## src/common/cwc_pkg.sv

```systemverilog
// Purpose: Shared constants and types for the CAN transceiver mode and wake control
// Assumes: 16-bit SPI frames, 50 MHz mclk
// Notes:   State enums use their declaration order as the code

package cwc_pkg;

	// --------------------------------------------------------------
	// Register addresses
	// --------------------------------------------------------------
	localparam logic [6:0] ADDR_MODE = 7'h01;
	localparam logic [6:0] ADDR_STAT = 7'h03;
	localparam logic [6:0] ADDR_CANC = 7'h20;
	localparam logic [6:0] ADDR_WAKC = 7'h23;
	localparam logic [6:0] ADDR_EVT  = 7'h63;

	// --------------------------------------------------------------
	// Field codes and bit positions
	// --------------------------------------------------------------
	localparam logic [2:0] MC_SLEEP   = 3'h1;
	localparam logic [2:0] MC_STANDBY = 3'h4;
	localparam logic [2:0] MC_NORMAL  = 3'h7;

	localparam int ST_CAUSE_BIT = 7;
	localparam int ST_OTW_BIT   = 6;
	localparam int ST_FNP_BIT   = 5;
	localparam int CC_SELECTIVE_CONFIG_VALID_BIT = 5;
	localparam int CC_SELECTIVE_WAKE_ENABLE_BIT  = 4;
	localparam int WK_EN_BIT    = 0;
	localparam int EV_WAKE_BIT  = 0;

	localparam logic [1:0] XM_OFFLINE = 2'h0;
	localparam logic [1:0] XM_ACT_UV  = 2'h1;
	localparam logic [1:0] XM_ACT_NUV = 2'h2;
	localparam logic [1:0] XM_LISTEN  = 2'h3;

	// --------------------------------------------------------------
	// Reset values
	// --------------------------------------------------------------
	localparam logic [7:0] RST_CANC = 8'h00;
	localparam logic [7:0] RST_WAKC = 8'h01;
	localparam logic [10:0] RST_SYNC = 11'h280;

	// --------------------------------------------------------------
	// Frame and cycle counts
	// --------------------------------------------------------------
	localparam logic [4:0] SPI_FRAME_BITS = 5'h10;
	localparam logic [4:0] SPI_HDR_BITS   = 5'h08;
	localparam logic [3:0] FILT_CYC       = 4'h4;
	localparam logic [7:0] STARTUP_CYC    = 8'h64;

	// --------------------------------------------------------------
	// State types
	// --------------------------------------------------------------
	typedef enum logic [2:0] {DM_OFF, DM_STANDBY, DM_NORMAL, DM_SLEEP, DM_OVERTEMP} cwc_dev_t;
	typedef enum logic [2:0] {XS_OFF, XS_OFFLINE, XS_BIAS, XS_LISTEN, XS_ACTIVE} cwc_xcv_t;
	typedef enum logic [1:0] {WS_IDLE, WS_DOM1, WS_REC, WS_DOM2} cwc_wake_t;

endpackage : cwc_pkg

```

## src/logic/cwc_wake_det.sv

```systemverilog
// Purpose: Bus glitch filter and standard wake-up pattern detector
// Assumes: dom_in already synchronised to clk
// Notes:   Counts are in clk cycles

`timescale 1ns/10ps

module cwc_wake_det
	import cwc_pkg::*;
#(
	parameter logic [23:0] DOM_MIN_CYC = 24'h000032,
	parameter logic [23:0] REC_MIN_CYC = 24'h000032,
	parameter logic [23:0] WAKE_TO_CYC = 24'h00c350
)
(
	input  wire logic clk,
	input  wire logic rst,
	input  wire logic enable,
	input  wire logic dom_in,
	output logic      filt_dom,
	output logic      wake_pulse
);

	// --------------------------------------------------------------
	// Input filter
	// --------------------------------------------------------------
	logic [3:0]  flt_cnt_ff;
	logic        filt_ff;
	cwc_wake_t   st_ff;
	logic [23:0] ph_cnt_ff;
	logic [23:0] tmr_ff;
	logic        pulse_ff;

	wire         differs  = dom_in != filt_ff;
	wire         flt_done = differs && (flt_cnt_ff == FILT_CYC - 4'h1);

	always_ff @(posedge clk)
	begin
		if (rst)
			flt_cnt_ff <= 4'h0;
		else
			flt_cnt_ff <= (differs && !flt_done) ? flt_cnt_ff + 4'h1 : 4'h0;
	end

	always_ff @(posedge clk)
	begin
		if (rst)
			filt_ff <= 1'b0;
		else if (flt_done)
			filt_ff <= dom_in;
	end

	// --------------------------------------------------------------
	// Pattern sequencer
	// --------------------------------------------------------------
	wire timeout = (st_ff != WS_IDLE) && (tmr_ff >= WAKE_TO_CYC);
	wire dom_ok  = ph_cnt_ff >= DOM_MIN_CYC;
	wire rec_ok  = ph_cnt_ff >= REC_MIN_CYC;

	always_ff @(posedge clk)
	begin
		if (rst || !enable || timeout)
		begin
			st_ff     <= WS_IDLE;
			ph_cnt_ff <= 24'h0;
			tmr_ff    <= 24'h0;
			pulse_ff  <= 1'b0;
		end
		else
		begin
			pulse_ff <= 1'b0;
			tmr_ff   <= (st_ff == WS_IDLE) ? 24'h0 : tmr_ff + 24'h1;
			unique case (st_ff)
				WS_IDLE:
					if (filt_ff)
					begin
						st_ff     <= WS_DOM1;
						ph_cnt_ff <= 24'h1;
					end
				WS_DOM1:
					if (filt_ff)
						ph_cnt_ff <= ph_cnt_ff + 24'h1;
					else if (dom_ok)
					begin
						st_ff     <= WS_REC;
						ph_cnt_ff <= 24'h1;
					end
				WS_REC:
					if (!filt_ff)
						ph_cnt_ff <= ph_cnt_ff + 24'h1;
					else if (rec_ok)
					begin
						st_ff     <= WS_DOM2;
						ph_cnt_ff <= 24'h1;
					end
				WS_DOM2:
					if (filt_ff && ph_cnt_ff + 24'h1 >= DOM_MIN_CYC)
					begin
						st_ff    <= WS_IDLE;
						pulse_ff <= 1'b1;
					end
					else if (filt_ff)
						ph_cnt_ff <= ph_cnt_ff + 24'h1;
			endcase
		end
	end

	assign filt_dom   = filt_ff;
	assign wake_pulse = pulse_ff;

endmodule : cwc_wake_det

```

## src/logic/cwc_mode_ctrl.sv

```systemverilog
// Purpose: Device mode, transceiver mode, SPI registers and bus wake handling
// Assumes: All pin inputs except rst asynchronous to mclk; SPI mode 0, 16-bit frames
// Notes:   Frame is 7-bit address, read-only flag, 8 data bits, MSB first

`timescale 1ns/10ps

module cwc_mode_ctrl
	import cwc_pkg::*;
#(
	parameter logic [23:0] DOM_MIN_CYC = 24'h000032,
	parameter logic [23:0] REC_MIN_CYC = 24'h000032,
	parameter logic [23:0] WAKE_TO_CYC = 24'h00c350,
	parameter logic [23:0] SILENCE_CYC = 24'h00c350
)
(
	input  wire logic       mclk,
	input  wire logic       rst,
	input  wire logic       spi_sclk,
	input  wire logic       spi_cs_n,
	input  wire logic       spi_mosi,
	output logic            spi_miso,
	output logic            spi_miso_oe,
	input  wire logic       txd,
	input  wire logic       bus_dom,
	input  wire logic       vcc_uv,
	input  wire logic       vio_uv,
	input  wire logic       vbat_can_uv,
	input  wire logic       bat_low,
	input  wire logic       otp_warn,
	input  wire logic       otp_shut,
	output logic            rxd,
	output logic            tx_dom,
	output logic            bus_bias,
	output logic [2:0]      xcvr_state,
	output logic            regulator_inhibit_out
);

	// --------------------------------------------------------------
	// Input synchronisers
	// --------------------------------------------------------------
	logic [10:0] sync1_ff;
	logic [10:0] sync2_ff;

	always_ff @(posedge mclk)
	begin
		if (rst)
		begin
			sync1_ff <= RST_SYNC;
			sync2_ff <= RST_SYNC;
		end
		else
		begin
			sync1_ff <= {spi_sclk, spi_cs_n, spi_mosi, txd, bus_dom, vcc_uv, vio_uv,
				vbat_can_uv, bat_low, otp_warn, otp_shut};
			sync2_ff <= sync1_ff;
		end
	end

	wire sclk_s   = sync2_ff[10];
	wire cs_n_s   = sync2_ff[9];
	wire mosi_s   = sync2_ff[8];
	wire txd_s    = sync2_ff[7];
	wire dom_s    = sync2_ff[6];
	wire vcc_uv_s = sync2_ff[5];
	wire vio_uv_s = sync2_ff[4];
	wire vbat_s   = sync2_ff[3];
	wire bat_s    = sync2_ff[2];
	wire otw_s    = sync2_ff[1];
	wire otp_s    = sync2_ff[0];

	// --------------------------------------------------------------
	// SPI slave
	// --------------------------------------------------------------
	logic        sclk_d_ff;
	logic        cs_d_ff;
	logic [4:0]  bit_cnt_ff;
	logic [15:0] shin_ff;
	logic [7:0]  shout_ff;
	logic        miso_ff;
	logic        miso_oe_ff;
	logic [7:0]  rd_data;

	wire sclk_rise = sclk_s && !sclk_d_ff;
	wire sclk_fall = !sclk_s && sclk_d_ff;
	wire cs_act    = !cs_n_s;
	wire cs_end    = cs_d_ff && !cs_act;
	wire wr_stb    = cs_end && (bit_cnt_ff == SPI_FRAME_BITS) && !shin_ff[8];
	wire [6:0] wr_addr = shin_ff[15:9];
	wire [7:0] wr_data = shin_ff[7:0];
	wire [6:0] rd_addr = shin_ff[7:1];

	always_ff @(posedge mclk)
	begin
		if (rst)
		begin
			sclk_d_ff <= 1'b0;
			cs_d_ff   <= 1'b0;
		end
		else
		begin
			sclk_d_ff <= sclk_s;
			cs_d_ff   <= cs_act;
		end
	end

	always_ff @(posedge mclk)
	begin
		if (rst || !cs_act)
		begin
			bit_cnt_ff <= 5'h00;
			shin_ff    <= 16'h0000;
		end
		else if (sclk_rise && bit_cnt_ff != SPI_FRAME_BITS)
		begin
			bit_cnt_ff <= bit_cnt_ff + 5'h01;
			shin_ff    <= {shin_ff[14:0], mosi_s};
		end
	end

	always_ff @(posedge mclk)
	begin
		if (rst || !cs_act)
		begin
			shout_ff <= 8'h00;
			miso_ff  <= 1'b0;
		end
		else if (sclk_fall && bit_cnt_ff == SPI_HDR_BITS)
		begin
			miso_ff  <= rd_data[7];
			shout_ff <= {rd_data[6:0], 1'b0};
		end
		else if (sclk_fall)
		begin
			miso_ff  <= shout_ff[7];
			shout_ff <= {shout_ff[6:0], 1'b0};
		end
	end

	always_ff @(posedge mclk)
	begin
		if (rst)
			miso_oe_ff <= 1'b0;
		else
			miso_oe_ff <= cs_act;
	end

	// --------------------------------------------------------------
	// Control registers
	// --------------------------------------------------------------
	logic [7:0] canc_ff;
	logic [7:0] wakc_ff;
	logic       wake_evt_ff;
	logic       cause_ff;
	logic       fnp_ff;
	logic       wake_pulse;
	logic       filt_dom;

	wire [1:0] xsel      = canc_ff[1:0];
	wire       sel_wake  = canc_ff[CC_SELECTIVE_WAKE_ENABLE_BIT];
	wire       sel_ok    = canc_ff[CC_SELECTIVE_CONFIG_VALID_BIT];
	wire       wake_en   = wakc_ff[WK_EN_BIT];
	wire       wr_mode   = wr_stb && wr_addr == ADDR_MODE;
	wire       evt_clr   = wr_stb && wr_addr == ADDR_EVT && wr_data[EV_WAKE_BIT];

	always_ff @(posedge mclk)
	begin
		if (rst)
		begin
			canc_ff <= RST_CANC;
			wakc_ff <= RST_WAKC;
		end
		else if (wr_stb && wr_addr == ADDR_CANC)
			canc_ff <= wr_data & 8'h33;
		else if (wr_stb && wr_addr == ADDR_WAKC)
			wakc_ff <= wr_data & 8'h01;
	end

	always_ff @(posedge mclk)
	begin
		if (rst)
			wake_evt_ff <= 1'b0;
		else
			wake_evt_ff <= wake_pulse || (wake_evt_ff && !evt_clr);
	end

	// --------------------------------------------------------------
	// Device mode
	// --------------------------------------------------------------
	cwc_dev_t   dev_ff;
	logic [7:0] boot_cnt_ff;

	wire supply_uv = vcc_uv_s || vio_uv_s;
	wire mode_sleep = wr_mode && wr_data[2:0] == MC_SLEEP;
	wire mode_stby  = wr_mode && wr_data[2:0] == MC_STANDBY;
	wire mode_norm  = wr_mode && wr_data[2:0] == MC_NORMAL;
	wire boot_done  = boot_cnt_ff == STARTUP_CYC;

	always_ff @(posedge mclk)
	begin
		if (rst || dev_ff != DM_OFF || bat_s)
			boot_cnt_ff <= 8'h00;
		else if (!boot_done)
			boot_cnt_ff <= boot_cnt_ff + 8'h01;
	end

	always_ff @(posedge mclk)
	begin
		if (rst)
			dev_ff <= DM_OFF;
		else if (bat_s)
			dev_ff <= DM_OFF;
		else
		begin
			unique case (dev_ff)
				DM_OFF:
					if (boot_done)
						dev_ff <= DM_STANDBY;
				DM_STANDBY:
					if (supply_uv || mode_sleep)
						dev_ff <= DM_SLEEP;
					else if (mode_norm)
						dev_ff <= DM_NORMAL;
				DM_NORMAL:
					if (otp_s)
						dev_ff <= DM_OVERTEMP;
					else if (supply_uv || mode_sleep)
						dev_ff <= DM_SLEEP;
					else if (mode_stby)
						dev_ff <= DM_STANDBY;
				DM_SLEEP:
					if (wake_pulse || mode_stby)
						dev_ff <= DM_STANDBY;
					else if (mode_norm)
						dev_ff <= DM_NORMAL;
				DM_OVERTEMP:
					if (!otp_s)
						dev_ff <= DM_STANDBY;
			endcase
		end
	end

	wire to_sleep = (dev_ff == DM_STANDBY || dev_ff == DM_NORMAL) && !bat_s
		&& !(dev_ff == DM_NORMAL && otp_s) && (supply_uv || mode_sleep);

	always_ff @(posedge mclk)
	begin
		if (rst)
			cause_ff <= 1'b0;
		else if (to_sleep)
			cause_ff <= supply_uv;
	end

	always_ff @(posedge mclk)
	begin
		if (rst)
			fnp_ff <= 1'b1;
		else if (dev_ff == DM_NORMAL)
			fnp_ff <= 1'b0;
	end

	// --------------------------------------------------------------
	// Register read mux
	// --------------------------------------------------------------
	wire [2:0] mode_rd = (dev_ff == DM_NORMAL) ? MC_NORMAL :
		(dev_ff == DM_SLEEP) ? MC_SLEEP : MC_STANDBY;
	wire [7:0] stat_rd = {cause_ff, otw_s, fnp_ff, 5'h00};

	assign rd_data = (rd_addr == ADDR_MODE) ? {5'h00, mode_rd} :
		(rd_addr == ADDR_STAT) ? stat_rd :
		(rd_addr == ADDR_CANC) ? canc_ff :
		(rd_addr == ADDR_WAKC) ? wakc_ff :
		(rd_addr == ADDR_EVT)  ? {7'h00, wake_evt_ff} : 8'h00;

	// --------------------------------------------------------------
	// Bus activity and silence
	// --------------------------------------------------------------
	logic        filt_d_ff;
	logic [23:0] sil_cnt_ff;

	wire bus_edge = filt_dom != filt_d_ff;
	wire silent   = sil_cnt_ff > SILENCE_CYC;

	always_ff @(posedge mclk)
	begin
		if (rst)
			filt_d_ff <= 1'b0;
		else
			filt_d_ff <= filt_dom;
	end

	always_ff @(posedge mclk)
	begin
		if (rst || bus_edge)
			sil_cnt_ff <= 24'h0;
		else if (!silent)
			sil_cnt_ff <= sil_cnt_ff + 24'h1;
	end

	// --------------------------------------------------------------
	// Transceiver mode
	// --------------------------------------------------------------
	cwc_xcv_t xcv_ff;

	wire xcv_off    = dev_ff == DM_OFF || dev_ff == DM_OVERTEMP || vbat_s;
	wire sel_active = xsel == XM_ACT_UV || xsel == XM_ACT_NUV;
	wire act_drop   = xcv_ff == XS_ACTIVE && xsel == XM_ACT_UV && vcc_uv_s;
	wire go_low     = dev_ff != DM_NORMAL || xsel == XM_OFFLINE || act_drop;
	wire act_ok     = txd_s && !vcc_uv_s;

	wire cwc_xcv_t low_next = (xcv_ff == XS_OFFLINE) ? (bus_edge ? XS_BIAS : XS_OFFLINE) :
		(silent ? XS_OFFLINE : XS_BIAS);
	wire cwc_xcv_t sel_next = (xsel == XM_LISTEN) ? XS_LISTEN :
		(xcv_ff == XS_ACTIVE) ? XS_ACTIVE :
		(act_ok ? XS_ACTIVE : XS_LISTEN);
	wire cwc_xcv_t xcv_next = xcv_off ? XS_OFF :
		(xcv_ff == XS_OFF) ? XS_OFFLINE :
		go_low ? low_next : sel_next;

	always_ff @(posedge mclk)
	begin
		if (rst)
			xcv_ff <= XS_OFF;
		else
			xcv_ff <= xcv_next;
	end

	// --------------------------------------------------------------
	// Wake pattern detector
	// --------------------------------------------------------------
	wire offline_any = xcv_ff == XS_OFFLINE || xcv_ff == XS_BIAS;
	wire det_en = offline_any && wake_en && (!sel_wake || !sel_ok);

	cwc_wake_det #(
		.DOM_MIN_CYC (DOM_MIN_CYC),
		.REC_MIN_CYC (REC_MIN_CYC),
		.WAKE_TO_CYC (WAKE_TO_CYC)
	) u_wake (
		.clk        (mclk),
		.rst        (rst),
		.enable     (det_en),
		.dom_in     (dom_s),
		.filt_dom   (filt_dom),
		.wake_pulse (wake_pulse)
	);

	// --------------------------------------------------------------
	// Pin outputs
	// --------------------------------------------------------------
	logic       rxd_ff;
	logic       tx_dom_ff;
	logic       bias_ff;
	logic       inh_ff;
	logic [2:0] xst_ff;
	cwc_dev_t   dev_d_ff;

	wire rx_live = xcv_ff == XS_ACTIVE || xcv_ff == XS_LISTEN;

	always_ff @(posedge mclk)
	begin
		if (rst)
		begin
			rxd_ff    <= 1'b1;
			tx_dom_ff <= 1'b0;
			bias_ff   <= 1'b0;
			inh_ff    <= 1'b0;
			xst_ff    <= 3'h0;
			dev_d_ff  <= DM_OFF;
		end
		else
		begin
			rxd_ff    <= rx_live ? !dom_s : !wake_evt_ff;
			tx_dom_ff <= xcv_ff == XS_ACTIVE && !txd_s;
			bias_ff   <= rx_live || xcv_ff == XS_BIAS;
			// Inhibit lags one cycle to stay in step with the transceiver state
			dev_d_ff  <= dev_ff;
			inh_ff    <= dev_d_ff == DM_STANDBY || dev_d_ff == DM_NORMAL || dev_d_ff == DM_OVERTEMP;
			xst_ff    <= xcv_ff;
		end
	end

	assign spi_miso              = miso_ff;
	assign spi_miso_oe           = miso_oe_ff;
	assign rxd                   = rxd_ff;
	assign tx_dom                = tx_dom_ff;
	assign bus_bias              = bias_ff;
	assign xcvr_state            = xst_ff;
	assign regulator_inhibit_out = inh_ff;

endmodule : cwc_mode_ctrl

```

## config.mk

```make
export PLATFORM = sky130hd
export DESIGN_NAME = cwc_mode_ctrl
export DESIGN_NICKNAME = d
export VERILOG_FILES = /design/src/common/cwc_pkg.sv /design/src/logic/cwc_wake_det.sv /design/src/logic/cwc_mode_ctrl.sv
export SDC_FILE = /design/constraint.sdc
export NUM_CORES = 1
export LEC_CHECK = 0
export ABC_AREA = 1
export BUFFER_PORTS_ARGS = -buffer_cell sky130_fd_sc_hd__buf_4
export CORE_MARGIN = 5
export CORE_UTILIZATION = 55
export CTS_CLUSTER_SIZE = 10
export DETAILED_ROUTE_END_ITERATION = 12
export MAX_ROUTING_LAYER = met4
export PLACE_DENSITY = 0.8
export SETUP_SLACK_MARGIN = 0.15
export SYNTH_ARGS = -nofsm -noshare
export SYNTH_HDL_FRONTEND = slang
export SYNTH_HIERARCHICAL = 1
export SYNTH_SLANG_ARGS = --single-unit
```

## constraint.sdc

```tcl
create_clock -name mclk -period 2.9 [get_ports mclk]
set_input_delay 0.435 -clock mclk [delete_from_list [all_inputs] [get_ports mclk]]
set_output_delay 0.435 -clock mclk [all_outputs]
set_load 0.01 [all_outputs]
```

==> flow_summary.ini, run 1 <==
[sta]
setup_tns_ns = 0
hold_ws_ns = 0.187
min_period_over_period = 0.875
grt_setup_unrepaired = no
fmax_mhz = 394
skew_ns = 0.0135
relSlewSlack = 0.485
finalHoldViolations = 0
finalSetupViolCount = 0
worstMarginPinSlew_ns = 0.765
fin_crit_ns = 2.54
fin_ws_ns = 0.363
finalMaxSlewViolations = 0

[power_and_ir_drop]
switching_share = 0.225
power_switching_mw = 1.06
vdd_drop_max_mv = 0.441
combPwrFrac = 0.022
powerDensity_mw_per_mm2 = 527
clock_power_share = 0.483
power_frac_seq = 0.495
intPower_mw = 3.64
p_leak_nw = 3.58
p_total_mw = 4.69

[global_routing]
grt_pass1_vias = 6443
track_usage = 0.220
antenna_found_initial = 0
grt_first_pass_wirelength_um = 29400
grt_max_degree = 40
grt_overflow = 0

[floorplanning]
core_area_mm2 = 0.0144
rows = 44
die_w_um = 130
initial_utilization = 0.554
dieArea_mm2 = 0.0170
die_h_um = 130
pin_count = 22

[worst_hold_path]
whs_path_depth = 2
min_to = sync1_ff[7]
hp-start = txd
hp-class = input pin to register

[detailed_routing]
vias = 7232
wl_per_cell_um = 12.6
wl_um = 17400
drt_drc_violations_left = 0
first_iter_violations = 535
drt-pass1-iter-count = 8
ant_nets = 0
vias_per_cell = 5.23

[clock_network]
cts.clk_slew.worst_paths_ns = 0.07
root_buffer = clkbuf_16
htree_num_levels = 4
cts_tree = built
cts_setup_buffers = 0
tritoncts.num_buffers = 17
cts_hold_buf = 0
clockBufferDepth = 2
cts.sink_count = 166
worstSkewPairLatency_ns = 0.43

[critical_path]
r2r_setup_slack_ns = 0.36
cp.arrival_ns = 2.86
reg2reg_to = u_wake/ph_cnt_ff[6]
critPathKind = register to register
ff2ff_path_depth = 15
worstPathRequired_ns = 3.22
endpoint_kind = register
reg2reg_from = u_wake/ph_cnt_ff[0]
critPathLaunchType = register
cp_max_fo = 28

[yosys]
syn-instance-count = 1156
yosysWarnings = 6
synth_cell_type_count = 43
syn_area_mm2 = 0.00796
yosysSeqAreaShare = 0.418
avgSynthCellArea_um2 = 6.88
ys_ff_latch = 166

[layout]
nNetsFinal = 1217
layout-drive-gt1-share = 0.0833
syn2layout_area_growth_pct = 11.9
final_common_cell = nand2_1
diodes = 0
post-route-util = 0.620
final_cell_mix = nand2_1, nor2_1, inv_1, dfxtp_1, nand3_1

[status]
status = complete, no violations

[place]
hpwl_um = 12500
globalplace.congestion = 0.959
pre_cts_ws_ns = 0.359
numPortBuffers = 21

[job]
cap_violations = 0
## registers in the layout, summed over array words and instances, names as in the netlist, 4 cells and up
register	cells
u_wake/ph_cnt_ff	24
boot_cnt_ff	8
shout_ff	7
bit_cnt_ff	5
sil_cnt_ff	24
u_wake/tmr_ff	24
u_wake/flt_cnt_ff	4
shin_ff	16
canc_ff	4
sync2_ff	11
sync1_ff	11
## how the worst max path moves through the flow
stage | slack, ns | from | to
floorplan | 0.78 | u_wake/ph_cnt_ff[1] | u_wake/ph_cnt_ff[23]
global placement | 0.45 | u_wake/ph_cnt_ff[0] | u_wake/ph_cnt_ff[4]
detailed placement | 0.36 | u_wake/ph_cnt_ff[0] | u_wake/ph_cnt_ff[6]
CTS | 0.35 | u_wake/ph_cnt_ff[0] | u_wake/ph_cnt_ff[10]
global route | 0.16 | u_wake/ph_cnt_ff[0] | u_wake/ph_cnt_ff[8]
finish | 0.36 | u_wake/ph_cnt_ff[0] | u_wake/ph_cnt_ff[6]
## kinds of logic after synthesis
group / after synthesis / share of synthesized area
simple gates: 589 / 0.321
other cells: 1 / 0.000471
flops: 166 / 0.418
compound gates: 161 / 0.108
xor+xnor: 25 / 0.0275
fa+ha+maj: 17 / 0.0267
buf+inv: 197 / 0.0990
## worst max-delay path: stages, from the launching register on
cell and delay, ns:
dfxtp_2 0.39, ha_1 0.23, nand2_1 0.10, nor2_4 0.19, nand3_1 0.17, o21ai_0 0.21, nand2_1 0.10, nor2_1 0.12
nand2_1 0.07, nor2_2 0.18, nand3_4 0.12, nand2_4 0.16, buf_12 0.19, nand2_1 0.06, o21ai_0 0.08, nor2_1 0.06
## per-stage QoR
stage / std cells / instance area, um2
floorplan: 1163 / 7990
global placement: 1352 / 8310
detailed placement: 1352 / 8310
CTS: 1384 / 8910
global route: 1384 / 8910
finish: 1384 / 8910
## synth_stat cells
library cell	instances	area [um2]
o31ai_1	2	15.0
o21ai_1	12	60.1
nand4_1	25	156
buf_6	5	56.3
and2_1	1	6.26
nor3_2	1	10.0
nor3b_1	4	30.0
dfxtp_1	166	3320
or2_2	8	50.1
a22oi_1	5	37.5
inv_1	168	631
a21oi_2	3	26.3
nand3_4	1	17.5
nand2_1	231	867
nand3_1	82	410
nor2_4	3	33.8
a211oi_1	1	7.51
o21ai_0	62	310
nor2_1	184	691
and3_1	2	12.5
a21oi_1	67	335
nand2_2	3	18.8
nor3_1	26	130
xor2_1	16	140
a2111oi_0	1	8.76
xnor2_1	9	78.8
a22o_1	1	8.76
inv_2	3	11.3
conb_1	1	3.75
buf_4	2	15.0
nand3b_1	1	7.51
buf_1	3	11.3
ha_1	17	213
a31oi_1	3	18.8
buf_2	2	10.0
nor4_1	4	25.0
o211ai_1	2	15.0
o21a_1	1	7.51
nor2_2	12	75.1
clkbuf_2	1	5.00
clkbuf_1	13	48.8
o221ai_1	1	8.76
nand2_4	1	11.3
## area by class of cell
class | count | area (um2)
multi-input combinational | 800 | 3870
sequential | 166 | 3330
tap | 184 | 230
inverter | 171 | 642
clock inverter | 15 | 168
clock buffer | 17 | 425
timing repair buffer | 31 | 245
fill | 1287 | 5460
## routing by layer
| metal | track usage | part of all wire | up-vias |
|---|---|---|---|
| li1 | - | - | 3737 |
| met1 | 0.279 | 0.47 | 3313 |
| met2 | 0.355 | 0.47 | 159 |
| met3 | 0.0463 | 0.050 | 23 |
| met4 | 0.0666 | 0.012 | 0 |
| met5 | - | 0 | - |
## power by group through the flow
stage / clock network (mW) / registers, mW / logic (mW)
CTS: 2.31 / 2.32 / 0.102
detailed placement: 0 / 2.38 / 0.102
finish: 2.27 / 2.32 / 0.101
floorplan: 0 / 2.37 / 0.0707
global route: 2.42 / 2.33 / 0.117
global placement: 0 / 2.38 / 0.0998
## timing repair
item,in CTS,in global routing
resized for setup,0,2
hold endpoints to repair,0,0
setup endpoints to repair,0,20
Note: power is estimated with default switching activity, not from simulation.
==> inputs of run 2 (changes only) <==
--- a/config.mk
+++ b/config.mk
@@ -7,12 +7,14 @@
 export LEC_CHECK = 0
 export ABC_AREA = 1
 export BUFFER_PORTS_ARGS = -buffer_cell sky130_fd_sc_hd__buf_4
+export CELL_PAD_IN_SITES_DETAIL_PLACEMENT = 0
+export CELL_PAD_IN_SITES_GLOBAL_PLACEMENT = 1
 export CORE_MARGIN = 5
-export CORE_UTILIZATION = 55
+export CORE_UTILIZATION = 45
 export CTS_CLUSTER_SIZE = 10
 export DETAILED_ROUTE_END_ITERATION = 12
 export MAX_ROUTING_LAYER = met4
-export PLACE_DENSITY = 0.8
+export PLACE_DENSITY = 0.87
 export SETUP_SLACK_MARGIN = 0.15
 export SYNTH_ARGS = -nofsm -noshare
 export SYNTH_HDL_FRONTEND = slang
==> run 2 against run 1 <==
Against the previous run: clock skew decreased by 0.0026 ns; maximum frequency increased by 2.9%; global-route usage decreased by 3.6 points; final cell count increased by 3.0%; register-to-register slack improved by 0.07 ns; critical path depth increased by 1; critical endpoint is now u_wake/ph_cnt_ff[0]; largest power group unchanged.
==> flow_summary.ini, run 2 (synthesized netlist as in run 1, its figures left out) <==
[status]
status = complete, no violations

[detailed_routing]
wl_per_cell_um = 12.2
ant_nets = 0
drt-pass1-iter-count = 5
drt_drc_violations_left = 0
first_iter_violations = 389
vias_per_cell = 4.97
wl_um = 17400
vias = 7088

[layout]
final_cells = 1426
final_cell_mix = nand2_1, nor2_1, inv_1, dfxtp_1, nand3_1
final_area_mm2 = 0.00898
final_common_cell = nand2_1
reg_top3 = sil_cnt_ff (24), u_wake/ph_cnt_ff (24), u_wake/tmr_ff (24)
syn2layout_area_growth_pct = 12.8
layout-drive-gt1-share = 0.0849
diodes = 0
nNetsFinal = 1218
post-route-util = 0.519

[clock_network]
cts.clk_slew.worst_paths_ns = 0.07
clockBufferDepth = 2
cts_hold_buf = 0
cts_setup_buffers = 0
htree_num_levels = 4
cts_resized = 0
tritoncts.num_buffers = 17
root_buffer = clkbuf_16
cts_tree = built
worstSkewPairLatency_ns = 0.43
cts.sink_count = 166

[sta]
fin_ws_ns = 0.435
worstMarginPinSlew_ns = 1.02
finalMaxSlewViolations = 0
relSlewSlack = 0.311
finalHoldViolations = 0
finalSetupViolCount = 0
skew_ns = 0.0109
fin_crit_ns = 2.46
setup_tns_ns = 0
min_period_over_period = 0.850
grt_setup_unrepaired = no
fmax_mhz = 406

[floorplanning]
rows = 48
dieArea_mm2 = 0.0204
die_w_um = 143
initial_utilization = 0.460
core_area_mm2 = 0.0173
die_h_um = 143
pin_count = 22

[global_routing]
grt_max_degree = 40
grt_first_pass_wirelength_um = 29900
track_usage = 0.184
grt_overflow = 0
antenna_found_initial = 0
grt_pass1_vias = 6612

[power_and_ir_drop]
powerDensity_mw_per_mm2 = 522
vdd_drop_max_mv = 0.423
p_leak_nw = 3.58

[job]
cap_violations = 0

[critical_path]
cp.arrival_ns = 2.77
worstPathRequired_ns = 3.21
cp_max_fo = 23
critPathLaunchType = register
startpoint = u_wake/ph_cnt_ff[0]
critPathKind = register to register
reg2reg_from = u_wake/ph_cnt_ff[0]
endpoint_kind = register

[place]
detailed_place.area_mm2 = 0.00836
hpwl_um = 12800
pre_cts_ws_ns = 0.276
globalplace.congestion = 0.904
numPortBuffers = 21
dp_cells = 1394

[worst_hold_path]
hp-class = input pin to register
hp-start = spi_cs_n
## run 2: cell types whose count changed in the layout (fill, tap and decap cells not counted), sizes merged
| cell | change |
|---|---|
| buf | +1 |
| clkbuf | +1 |
| clkinvlp | -1 |
## run 2: cell type report
class	instances	area, um2
sequential	166	3330
timing repair buffer	32	244
tap	225	282
clock inverter	14	168
fill	1705	8320
clock buffer	18	429
inverter	171	642
multi-input combinational	800	3880
## run 2: final timing paths
| check | endpoint | slack, ns | depth (start not counted) |
|---|---|---|---|
| worst max-delay path | u_wake/ph_cnt_ff[0] | 0.44 | 16 |
| worst min-delay path | sync1_ff[9] | 0.19 | 2 |
| worst max register to register | u_wake/ph_cnt_ff[0] | 0.44 | 16 |
| worst min register to register | sync2_ff[8] | 0.41 | 2 |
## run 2: through the flow
step / hold slack, ns / power (mW)
finish: 0.191 / 4.69
global route: 0.175 / 4.88
CTS: 0.169 / 4.76
detailed placement: 0.394 / 2.48
global placement: 0.391 / 2.48
floorplan: 0.388 / 2.44
## run 2: worst max-delay path: stages, from the launching register on
cell and delay [ns]:
dfxtp_2 0.39, ha_2 0.22, nand2_1 0.09, nor2_4 0.19, nand2_1 0.11, nor2_2 0.16
nand2_1 0.06, nand2_1 0.05, nand2_1 0.06, nor2_1 0.10, nand2_1 0.08, nor2_2 0.15
nand3_4 0.14, nand2_8 0.17, inv_1 0.19, nor2_1 0.14, nor2_1 0.05
## run 2: per-layer routing
metal  vias up  track usage  share of wire
li1       3747            -              -
met2       124        0.303           0.48
met5         -            -              0
met4         0       0.0695          0.018
met3        23       0.0338          0.038
met1      3194        0.226           0.46
## run 2: where the power goes
| group | switching (mW) | internal, mW |
|---|---|---|
| Sequential | 0.0151 | 2.31 |
| Combinational | 0.0634 | 0.0381 |
| Clock | 0.965 | 1.30 |
| Total | 1.04 | 3.64 |
==> inputs of run 3 (changes only) <==
--- a/config.mk
+++ b/config.mk
@@ -5,12 +5,12 @@
 export SDC_FILE = /design/constraint.sdc
 export NUM_CORES = 1
 export LEC_CHECK = 0
-export ABC_AREA = 1
+export ABC_AREA = 0
 export BUFFER_PORTS_ARGS = -buffer_cell sky130_fd_sc_hd__buf_4
 export CELL_PAD_IN_SITES_DETAIL_PLACEMENT = 0
 export CELL_PAD_IN_SITES_GLOBAL_PLACEMENT = 1
 export CORE_MARGIN = 5
-export CORE_UTILIZATION = 45
+export CORE_UTILIZATION = 48
 export CTS_CLUSTER_SIZE = 10
 export DETAILED_ROUTE_END_ITERATION = 12
 export MAX_ROUTING_LAYER = met4
==> constraint.sdc (replaced) <==
create_clock -name mclk -period 2.5 [get_ports mclk]
set_input_delay 0.375 -clock mclk [delete_from_list [all_inputs] [get_ports mclk]]
set_output_delay 0.375 -clock mclk [all_outputs]
set_load 0.01 [all_outputs]
==> run 3 against run 2 <==
Against the previous run: the run now ends with setup timing left; final cell count decreased by 14%; final area increased by 7.9%; critical endpoint is now u_wake/ph_cnt_ff[3]; flip-flop and latch count unchanged.
==> flow_summary.ini, run 3 <==
[status]
status = finished with violations
violations = setup timing

[sta]
finalSetupViolCount = 25
relSlewSlack = 0.445
grt_setup_unrepaired = yes
fin_crit_ns = 2.67
worstMarginPinSlew_ns = 0.827
finalHoldViolations = 0
fin_ws_ns = -0.174
skew_ns = 0.00950
setup_tns_ns = -3.03
finalMaxSlewViolations = 0
min_period_over_period = 1.07
fmax_mhz = 374

[global_routing]
track_usage = 0.190
antenna_found_initial = 0
grt_overflow = 0
grt_pass1_vias = 6223
grt_first_pass_wirelength_um = 29700
grt_max_degree = 33

[critical_path]
critPathKind = register to register
cp_max_fo = 7
endpoint_kind = register
reg2reg_from = u_wake/ph_cnt_ff[0]
startpoint = u_wake/ph_cnt_ff[0]
critPathLaunchType = register
cp.arrival_ns = 3.01
worstPathRequired_ns = 2.84

[place]
globalplace.congestion = 0.926
dp_cells = 1191
numPortBuffers = 21
hpwl_um = 12300
pre_cts_ws_ns = -0.261

[floorplanning]
dieArea_mm2 = 0.0192
die_h_um = 139
die_w_um = 139
core_area_mm2 = 0.0164
initial_utilization = 0.484
pin_count = 22
rows = 47

[yosys]
synthTopCellsByArea = dfxtp_1, nor2_1, mux2i_1, xnor2_1, ha_1
yosysSeqAreaShare = 0.419
yosysMostFrequentCell = dfxtp_1
synth_cell_type_count = 81
synth.top_cell.area_share = 0.419
synth_flop_cell = dfxtp_1
synth_edf_count = 0
yosys-top-cells-count = dfxtp_1, nor2_1, nand2_1
yosysTopAreaCell = dfxtp_1
syn-instance-count = 903
avgSynthCellArea_um2 = 8.79
async_reset_ff_frac = 0
ys_ff_latch = 166
syn_area_mm2 = 0.00794
yosysWarnings = 6

[clock_network]
cts.clk_slew.worst_paths_ns = 0.07
tritoncts.num_buffers = 17
root_buffer = clkbuf_16
htree_num_levels = 4
cts_tree = built
worstSkewPairLatency_ns = 0.42
clockBufferDepth = 2
cts.sink_count = 166

[detailed_routing]
first_iter_violations = 337
drt-pass1-iter-count = 5
ant_nets = 0
vias_per_cell = 5.32
drt_drc_violations_left = 0
wl_um = 17800
wl_per_cell_um = 14.4
vias = 6545

[worst_hold_path]
hp-start = spi_cs_n
hp-class = input pin to register

[layout]
final_common_cell = dfxtp_1
diodes = 0
nFillCells = 1488
final_cell_mix = dfxtp_1, nor2_1, buf_4, nand2_1, inv_1
reg_top3 = sil_cnt_ff (24), u_wake/ph_cnt_ff (24), u_wake/tmr_ff (24)
nNetsFinal = 1027
post-route-util = 0.590
layout-drive-gt1-share = 0.211
syn2layout_area_growth_pct = 22.0
final_cells = 1230

[power_and_ir_drop]
powerDensity_mw_per_mm2 = 562
vdd_drop_max_mv = 0.561
p_leak_nw = 3.76
p_total_mw = 5.44

[job]
cap_violations = 0
==> run 3: cell types whose count changed in the layout (fill, tap and decap cells not counted), moves of 14 or more <==
cell	delta
inv_1	-120
and3_1	+14
xnor2_1	+17
mux2i_1	+30
nand2_1	-176
nor2_1	-63
nor2b_1	+33
o21ai_0	-40
a21oi_1	-40
nand3_1	-52
buf_4	+69
==> run 3: worst paths after layout <==
| path | end | slack, ns | depth (start not counted) |
|---|---|---|---|
| min reg2reg | sync2_ff[7] | 0.41 | 1 |
| max | u_wake/ph_cnt_ff[3] | -0.17 | 11 |
| max reg2reg | u_wake/ph_cnt_ff[3] | -0.17 | 11 |
| min | sync1_ff[9] | 0.14 | 2 |
==> run 3: layer usage <==
| metal | vias to the layer above | GRT usage | share of wire |
|---|---|---|---|
| li1 | 3361 | - | - |
| met1 | 3078 | 0.234 | 0.47 |
| met2 | 84 | 0.317 | 0.49 |
| met3 | 22 | 0.0355 | 0.026 |
| met4 | 0 | 0.0567 | 0.014 |
| met5 | - | - | 0 |
==> run 3: cell families (layout without fill, tap and decap cells) <==
| kind of cell | Yosys count | in the layout | share of synthesized area |
|---|---|---|---|
| mux | 32 | 32 | 0.0412 |
| flops | 166 | 166 | 0.419 |
| xor+xnor | 48 | 48 | 0.0530 |
| other cells | 1 | 8 | 0.000473 |
| buf+inv | 89 | 189 | 0.0468 |
| fa+ha+maj | 17 | 17 | 0.0268 |
| compound gates | 139 | 139 | 0.129 |
| simple gates | 411 | 411 | 0.284 |
==> run 3: stage by stage <==
| step | hold WS, ns | cell area [um2] |
|---|---|---|
| 2_1_floorplan | 0.389 | 8030 |
| 3_3_place_gp | 0.390 | 8860 |
| 3_5_place_dp | 0.398 | 8860 |
| 4_1_cts | 0.120 | 9590 |
| 5_1_grt | 0.129 | 9680 |
| 6_report | 0.138 | 9680 |
==> run 3: repair_timing <==
item,in CTS,in global routing
pin swaps,14,8
gates resized for setup,30,16
hold buffers,0,0
endpoints found under the setup margin,27,27
setup buffers,7,0
cloned,0,0
==> run 3: area by class of cell <==
cell class                      instances  area, um2  area share
Multi-Input combinational cell        655       4440       0.459
Sequential cell                       166       3340       0.345
Timing Repair Buffer                  109        861      0.0889
Clock buffer                           22        464      0.0479
Tap cell                              220        275      0.0284
Inverter                               48        180      0.0186
Clock inverter                         10        118      0.0121
==> run 3: worst max-delay path, stage by stage, from the launching register on <==
cell,delay (ns)
dfxtp_4,0.39
inv_1,0.05
ha_1,0.30
nand2b_1,0.09
or4_1,0.43
o31ai_2,0.09
o21ai_2,0.13
nor4_4,0.33
a32oi_1,0.16
buf_4,0.19
or3_1,0.35
o211ai_1,0.09
==> run 3: report_power, final <==
part | internal [mW] | switching (mW) | leakage (nW) | total, mW
Clock | 1.53 | 1.09 | 0.286 | 2.62
Combinational | 0.0570 | 0.0663 | 2.12 | 0.123
Sequential | 2.68 | 0.0236 | 1.35 | 2.70
